<file path="src/logic/ext_bus_regs.svh">
// Purpose: Bit positions and codes for the byte-enable and bus-hold block.
// Assumes: Configuration bytes are eight bits wide.
// Notes: Definitions only.
`ifndef EXT_BUS_REGS_SVH
`define EXT_BUS_REGS_SVH

// ****************************************************************
// Configuration bit positions
// ****************************************************************
`define HOLD_EN_BIT      7
`define P5_SHARED_BE_BIT 5
`define P5_SHARED_RQ_BIT 4
`define CFG0_BE_SEL_BIT  2

// ****************************************************************
// Byte lane codes and reset values
// ****************************************************************
`define LANE_NONE   2'h0
`define LANE_LOW    2'h1
`define LANE_HIGH   2'h2
`define LANE_WORD   2'h3
`define PIN_IDLE    1'h1
`define OE_OFF_N    1'h1
`define OE_ON_N     1'h0
`define ADDR0_RESET 1'h0
`define CFG_RESET   3'h0

`endif

</file>
<file path="src/logic/ext_bus_pkg.sv">
// Purpose: Types shared by the byte-enable and bus-hold block.
// Assumes: Nothing beyond the register header.
// Notes: The lane field uses the codes of the register header.
package ext_bus_pkg;

	typedef struct packed {
		logic       active;
		logic       is16;
		logic       write;
		logic       strobe;
		logic [1:0] lanes;
	} bus_cycle_s;

	typedef struct packed {
		logic mode;
		logic dir;
		logic value;
	} pin_cfg_s;

	typedef enum logic [1:0] {
		HOLD_IDLE,
		HOLD_GRANTED,
		HOLD_REQUESTING
	} hold_state_e;

endpackage

</file>
<file path="src/logic/ext_bus_byte_enable_hold.sv">
// Purpose: Byte-enable and write-high selection on a shared pin, and the bus request
//          output used while another master holds the bus.
// Assumes: Bus cycle information comes from the bus controller on clk; the hold
//          request pin is asynchronous.
// Notes: Pin output enables are active low; a direction bit of one makes a port pin an input.
`timescale 1ns/1ns
`include "ext_bus_regs.svh"

// Summary of operation
// RL1 - Byte high enable and address bit 0 encode word, high byte or low byte.
// RL2 - Shared pin is a bus signal only when its mode bit is set.
// RL3 - Configuration bit selects byte high enable when set, write high strobe when clear.
// RL4 - During hold, bus request goes low while an external cycle is pending.
// RL5 - With hold protocol enabled the request pin is only the bus request output.
// RL6 - Request pin configuration writes are ignored until hold protocol is disabled.
// RL7 - Bus request never asserts before hold acknowledge; one cycle later at the earliest.
// RL8 - Bus request stays asserted until the external master releases hold request.
// RL9 - In 16-bit cycles byte high enable asserts for word and high-byte accesses.
// RL10 - External master keeps hold request asserted while it owns the bus.
module ext_bus_byte_enable_hold
	import ext_bus_pkg::*;
(
	input  wire logic       clk,
	input  wire logic       rst_n,
	input  wire bus_cycle_s bus_cycle,
	input  wire logic       pending_ext_cycle,
	input  wire logic [7:0] port5_function_select,
	input  wire logic [7:0] port5_direction,
	input  wire logic [7:0] port5_output_value,
	input  wire logic [7:0] chip_config_0,
	input  wire logic [7:0] window_select_reg,
	input  wire logic       hold_req_n,
	output logic            hold_ack_n,
	output logic            bus_request_out_n,
	output logic            high_byte_enable_n,
	output logic            write_high_strobe_n,
	output logic            addr0_out,
	output logic            pin_be_out,
	output logic            pin_be_oe_n,
	output logic            pin_rq_out,
	output logic            pin_rq_oe_n
);

	// ****************************************************************
	// Hold request synchroniser
	// ****************************************************************
	logic        hold_meta_n;
	logic        hold_sync_n;
	logic        hold_req;
	logic        hold_en;

	always_ff @(posedge clk) begin
		if (!rst_n) begin
			hold_meta_n <= `PIN_IDLE;
			hold_sync_n <= `PIN_IDLE;
		end else begin
			hold_meta_n <= hold_req_n;
			hold_sync_n <= hold_meta_n;
		end
	end

	assign hold_req = !hold_sync_n;
	assign hold_en  = window_select_reg[`HOLD_EN_BIT];

	// ****************************************************************
	// Hold and bus request sequencing
	// ****************************************************************
	hold_state_e state;
	hold_state_e next_state;

	always_comb begin
		next_state = state;
		unique case (state)
			HOLD_IDLE: begin
				if (hold_en && hold_req && !bus_cycle.active) begin
					next_state = HOLD_GRANTED;
				end
			end
			HOLD_GRANTED: begin
				if (!hold_req) begin
					next_state = HOLD_IDLE;
				// RL4 pending cycle request
				end else if (pending_ext_cycle) begin
					next_state = HOLD_REQUESTING;
				end
			end
			HOLD_REQUESTING: begin
				// RL8 request held until release
				if (!hold_req) begin
					next_state = HOLD_IDLE;
				end
			end
			default: next_state = HOLD_IDLE;
		endcase
	end

	always_ff @(posedge clk) begin
		if (!rst_n) begin
			state <= HOLD_IDLE;
		end else begin
			state <= next_state;
		end
	end

	// RL7 request only inside granted hold
	assign hold_ack_n        = (state == HOLD_IDLE);
	assign bus_request_out_n = (state != HOLD_REQUESTING);

	// ****************************************************************
	// Byte lane and strobe decode
	// ****************************************************************
	function automatic logic lane_has_high(input logic [1:0] lanes);
		return (lanes == `LANE_WORD) || (lanes == `LANE_HIGH);
	endfunction

	logic next_be_n;
	logic next_wr_high_n;
	logic next_a0;

	always_comb begin
		// RL1 lane encoding
		// RL9 high enable in 16-bit cycles
		next_be_n      = !(bus_cycle.active && bus_cycle.is16 && lane_has_high(bus_cycle.lanes));
		next_a0        = bus_cycle.active && (bus_cycle.lanes == `LANE_HIGH);
		next_wr_high_n = !(bus_cycle.active && bus_cycle.is16 && bus_cycle.write &&
			bus_cycle.strobe && lane_has_high(bus_cycle.lanes));
	end

	always_ff @(posedge clk) begin
		if (!rst_n) begin
			high_byte_enable_n  <= `PIN_IDLE;
			write_high_strobe_n <= `PIN_IDLE;
			addr0_out           <= `ADDR0_RESET;
		end else begin
			high_byte_enable_n  <= next_be_n;
			write_high_strobe_n <= next_wr_high_n;
			addr0_out           <= next_a0;
		end
	end

	// ****************************************************************
	// Shared pin multiplexing
	// ****************************************************************
	pin_cfg_s rq_cfg;
	pin_cfg_s next_rq_cfg;
	logic     next_be_out;
	logic     next_be_oe_n;
	logic     next_rq_out;
	logic     next_rq_oe_n;
	logic     next_req_n;

	always_comb begin
		next_req_n = (next_state != HOLD_REQUESTING);
		// RL6 freeze request pin setup
		next_rq_cfg = rq_cfg;
		if (!hold_en) begin
			next_rq_cfg.mode  = port5_function_select[`P5_SHARED_RQ_BIT];
			next_rq_cfg.dir   = port5_direction[`P5_SHARED_RQ_BIT];
			next_rq_cfg.value = port5_output_value[`P5_SHARED_RQ_BIT];
		end
		// RL5 hold protocol owns the pin
		if (hold_en || rq_cfg.mode) begin
			next_rq_out  = next_req_n;
			next_rq_oe_n = `OE_ON_N;
		end else begin
			next_rq_out  = rq_cfg.value;
			next_rq_oe_n = rq_cfg.dir;
		end
		// RL2 special function only by mode
		if (port5_function_select[`P5_SHARED_BE_BIT]) begin
			// RL3 enable or write strobe
			next_be_out  = chip_config_0[`CFG0_BE_SEL_BIT] ? next_be_n : next_wr_high_n;
			next_be_oe_n = `OE_ON_N;
		end else begin
			next_be_out  = port5_output_value[`P5_SHARED_BE_BIT];
			next_be_oe_n = port5_direction[`P5_SHARED_BE_BIT];
		end
	end

	always_ff @(posedge clk) begin
		if (!rst_n) begin
			rq_cfg      <= `CFG_RESET;
			pin_be_out  <= `PIN_IDLE;
			pin_be_oe_n <= `OE_OFF_N;
			pin_rq_out  <= `PIN_IDLE;
			pin_rq_oe_n <= `OE_OFF_N;
		end else begin
			rq_cfg      <= next_rq_cfg;
			pin_be_out  <= next_be_out;
			pin_be_oe_n <= next_be_oe_n;
			pin_rq_out  <= next_rq_out;
			pin_rq_oe_n <= next_rq_oe_n;
		end
	end

	// ****************************************************************
	// Assertions
	// ****************************************************************
	property p_req_after_ack;
		@(posedge clk) disable iff (!rst_n)
		!bus_request_out_n |-> !hold_ack_n;
	endproperty
	a_req_after_ack: assert property (p_req_after_ack) // RL7
		else $error("bus request asserted without hold acknowledge");

	property p_req_held;
		@(posedge clk) disable iff (!rst_n)
		(!bus_request_out_n && hold_req) |=> !bus_request_out_n;
	endproperty
	a_req_held: assert property (p_req_held) // RL8
		else $error("bus request dropped while hold still requested");

	property p_req_release;
		@(posedge clk) disable iff (!rst_n)
		(!hold_ack_n && !hold_req) |=> (bus_request_out_n && hold_ack_n);
	endproperty
	a_req_release: assert property (p_req_release) // RL8
		else $error("hold not released after request removed");

	property p_req_pending;
		@(posedge clk) disable iff (!rst_n)
		(state == HOLD_GRANTED && hold_req && pending_ext_cycle) |=> !bus_request_out_n;
	endproperty
	a_req_pending: assert property (p_req_pending) // RL4
		else $error("pending cycle did not raise bus request");

	property p_pin_is_req;
		@(posedge clk) disable iff (!rst_n)
		hold_en |=> (!pin_rq_oe_n && pin_rq_out == bus_request_out_n);
	endproperty
	a_pin_is_req: assert property (p_pin_is_req) // RL5
		else $error("request pin not driven as bus request");

	property p_cfg_frozen;
		@(posedge clk) disable iff (!rst_n)
		hold_en |=> $stable(rq_cfg);
	endproperty
	a_cfg_frozen: assert property (p_cfg_frozen) // RL6
		else $error("request pin setup changed while hold enabled");

	property p_word_lanes;
		@(posedge clk) disable iff (!rst_n)
		(bus_cycle.active && bus_cycle.is16 && bus_cycle.lanes == `LANE_WORD)
			|=> (!high_byte_enable_n && !addr0_out);
	endproperty
	a_word_lanes: assert property (p_word_lanes) // RL9
		else $error("word access lane encoding wrong");

	property p_byte_lanes;
		@(posedge clk) disable iff (!rst_n)
		(bus_cycle.active && bus_cycle.is16 && bus_cycle.lanes == `LANE_LOW)
			|=> (high_byte_enable_n && !addr0_out);
	endproperty
	a_byte_lanes: assert property (p_byte_lanes) // RL1
		else $error("low byte access lane encoding wrong");

	property p_be_gpio;
		@(posedge clk) disable iff (!rst_n)
		!port5_function_select[`P5_SHARED_BE_BIT]
			|=> (pin_be_out == $past(port5_output_value[`P5_SHARED_BE_BIT]));
	endproperty
	a_be_gpio: assert property (p_be_gpio) // RL2
		else $error("shared pin not acting as port pin");

	property p_be_select;
		@(posedge clk) disable iff (!rst_n)
		(port5_function_select[`P5_SHARED_BE_BIT] && chip_config_0[`CFG0_BE_SEL_BIT])
			|=> (pin_be_out == high_byte_enable_n && !pin_be_oe_n);
	endproperty
	a_be_select: assert property (p_be_select) // RL3
		else $error("shared pin not carrying byte high enable");

	c_hold_request: cover property (@(posedge clk) disable iff (!rst_n)
		(state == HOLD_GRANTED) ##1 !bus_request_out_n ##[1:20] bus_request_out_n);
	c_hold_no_req: cover property (@(posedge clk) disable iff (!rst_n)
		(state == HOLD_GRANTED) ##1 hold_ack_n);
	c_write_high_strobe: cover property (@(posedge clk) disable iff (!rst_n)
		!write_high_strobe_n && !chip_config_0[`CFG0_BE_SEL_BIT]);

endmodule // ext_bus_byte_enable_hold

</file>
<file path="config.mk">
export PLATFORM = sky130hd
export DESIGN_NAME = ext_bus_byte_enable_hold
export DESIGN_NICKNAME = d
export VERILOG_FILES = /design/src/logic/ext_bus_pkg.sv /design/src/logic/ext_bus_byte_enable_hold.sv
export VERILOG_INCLUDE_DIRS = /design/src /design/src/logic
export SDC_FILE = /design/constraint.sdc
export NUM_CORES = 1
export LEC_CHECK = 0
export ABC_AREA = 1
export CAP_MARGIN = 20
export CORE_MARGIN = 5
export CORE_UTILIZATION = 35
export DETAILED_ROUTE_END_ITERATION = 7
export DONT_BUFFER_PORTS = 1
export GPL_TIMING_DRIVEN = 0
export PLACE_DENSITY = 0.57
export SKIP_CTS_REPAIR_TIMING = 1
export SLEW_MARGIN = 20
export SYNTH_ARGS = -nofsm -noshare
export SYNTH_HDL_FRONTEND = slang
export SYNTH_SLANG_ARGS = --single-unit
</file>
<file path="constraint.sdc">
create_clock -name clk -period 1.5 [get_ports clk]
set_input_delay 0.3 -clock clk [delete_from_list [all_inputs] [get_ports clk]]
set_output_delay 0.3 -clock clk [all_outputs]
set_load 0.01 [all_outputs]
</file>
==> results by group <==
Route
  • Routed WL: 952 µm
  • Iter 0 DRT Violations: 3
  • DR vias: 389
  • Vias per inst: 4.74
  • ANT nets after route: 0
  • Drc violations: 0
  • Pre-antenna DRT Iters: 4
  • Routed WL per cell: 11.6 µm

Power
  • Comb pwr share: 5.3%
  • Sw frac: 21.7%
  • Internal Power: 0.000551 W
  • Clock share of power: 37.9%
  • Sequential Power Share: 56.7%
  • VDD IR max: 471 µV
  • Pwr Total: 0.000703 W
  • Pwr dens: 1280 nW/µm²
  • Pleak: 0.247 nW
  • Net Switching: 0.000152 W

Hold path
  • Worst Hold Path EP: addr0_out$_SDFF_PN0_
  • Worst Hold Depth: 1
  • Hold path startpoint: bus_cycle[0]
  • Hold Path Class: in2reg

Floorplan
  • Core ar.: 1320 µm²
  • Die X: 47.6 µm
  • Die area: 2260 µm²
  • Effective utilization at floorplan: 37.5%
  • Row count: 13
  • # IOs: 59
  • Die Y: 47.6 µm

Clock tree
  • CTS Buf Count: 3
  • CTS tree: done
  • Clock buffer depth: 2
  • Clock Pin Slew Worst Setup and Hold Paths: 0.09 ns
  • CTS Sinks: 14
  • Clock Latency Late Sink: 0.27 ns
  • Root buffer cell: clkbuf_4
  • CTS H-tree depth: 1

Setup path
  • CP Launch Type: flip-flop
  • Top delay family on crit path: flip-flops
  • R2R depth: 5
  • Slowest cell on crit path: dfxtp_1
  • CP max FO: 4
  • CP cell instances: nor2_2
  • CP Buf/Inv Count: 0
  • Data arrival, critical path: 0.84 ns
  • WS Path Type: reg2out
  • Setup crit end kind: primary output
  • FF-to-FF Start: state[1]$_SDFF_PN0_
  • Worst path max stage delay: 0.35 ns
  • Worst path required time: 1.20 ns
  • Worst R2R Setup Slack: 0.63 ns
  • Worst R2R End: pin_rq_out$_SDFF_PN1_
  • Crit path from: state[1]$_SDFF_PN0_

Timing
  • Fin crit share: 76.2%
  • Worst-Margin Slew: 0.225 ns
  • Crit path time final: 1.14 ns
  • Finish-stage setup viols: 0
  • Fmax: 875 MHz
  • RSZ-0062 raised after global routing: false
  • Setup Skew: 0.00327 ns
  • Setup TNS: 0 ns
  • Relative max-transition margin: 85.0%
  • Final-report hold violation count: 0
  • Fin. max-slew vios: 0
  • Hold_ws: 0.0926 ns

Yosys
  • Synth area leader: dfxtp_1
  • Post-synthesis sequential area ratio: 56.7%
  • Yosys top cell area share: 56.7%
  • #FFs+latches synth: 14
  • Synthesized Nets: 113
  • Synth cell types: 14
  • Syn Std Cell Area: 494 µm²
  • Ranking of synthesized cells by area: dfxtp_1 (57%), nand2_1 (11%), nor2_1 (8.4%)
  • Cells after synthesis: 63
  • Avg Cell Area, Syn: 7.84 µm²
  • Ys Warns: 0

Cells and area
  • Largest reg by FF count: rq_cfg
  • Max FFs per register: 3
  • Layout area overhead: 11.1%
  • Post-Layout Cell Count: 82
  • Top Registers: rq_cfg (3), state (2)
  • Final core utilization: 41.7%
  • Antenna cells: 0
  • Most frequent cells in the layout: nand2_1 (14), dfxtp_1 (14), nor2_1 (11)
  • Layout cells sized above 1: 11.9%
  • Number of nets in the layout: 118

GRT
  • First-pass GRT wire length: 1450 µm
  • Global Route Usage Sum: 9.72%
  • GRT overflow: 0
  • Antenna violations before repair: 0
  • Vias in the first global route: 369
  • Largest net degree at the start of global routing: 11

Job
  • Max_cap viols: 0

Placement
  • Port buffer count: 0
  • Gpl congestion: 0.701
  • Inst Count DP: 78

Run status
  • Outcome: completed
routing by layer:
layer	track usage, %	vias to the layer above	routed length [µm]
li1	-	203	-
met1	11.1	167	397
met2	12.6	17	425
met3	7.14	2	120
met4	6.45	0	9
met5	0	-	0
cell type report:
type / instances / area, µm²
plain buffers: 1 / 7.51
clock buffers: 4 / 36.3
fillers: 144 / 768
inverters: 8 / 30.0
multi-input cells: 40 / 176
flip-flops and latches: 14 / 280
well taps: 15 / 18.8
cell families (layout without fill, tap and decap cells):
logic type             after synthesis  in the layout  share of synthesized area, %
AND/OR/NAND/NOR                     33             33                          28.6
AO/OA/AOI/OAI                        7              7                          7.09
flip-flops                          14             14                          56.7
buffers and inverters                9             13                          7.60
synthesized netlist by cell type, drive strengths merged:
cell   number
dfxtp      14
nand2      14
nor2       12
inv         8
o21ai       4
a21oi       3
or2         3
nand3       2
buf         1
nand4       1
nor4        1
power groups by stage:
stage	clock, W	sequential, W	combinational [W]
after detailed placement	0	0.000408	0.0000384
after global placement	0	0.000408	0.0000370
after global routing	0.000293	0.000401	0.0000447
after floorplan	0	0.000406	0.0000321
after CTS	0.000277	0.000399	0.0000386
final	0.000267	0.000399	0.0000376
stage by stage:
stage               cell area, µm²  setup slack, ns
CTS                            549            0.347
floorplan                      494            0.703
detailed placement             513            0.646
finish                         549            0.357
global route                   549            0.292
global placement               513            0.657
worst max-delay path by stage:
stage | to | slack (ns) | cells after the start
final | hold_ack_n | 0.36 | 1
after global routing | hold_ack_n | 0.29 | 1
after CTS | hold_ack_n | 0.35 | 1
after detailed placement | pin_rq_out$_SDFF_PN1_ | 0.65 | 5
after global placement | pin_rq_out$_SDFF_PN1_ | 0.66 | 5
after floorplan | hold_ack_n | 0.70 | 1
Power figures use the tool's default switching activity.
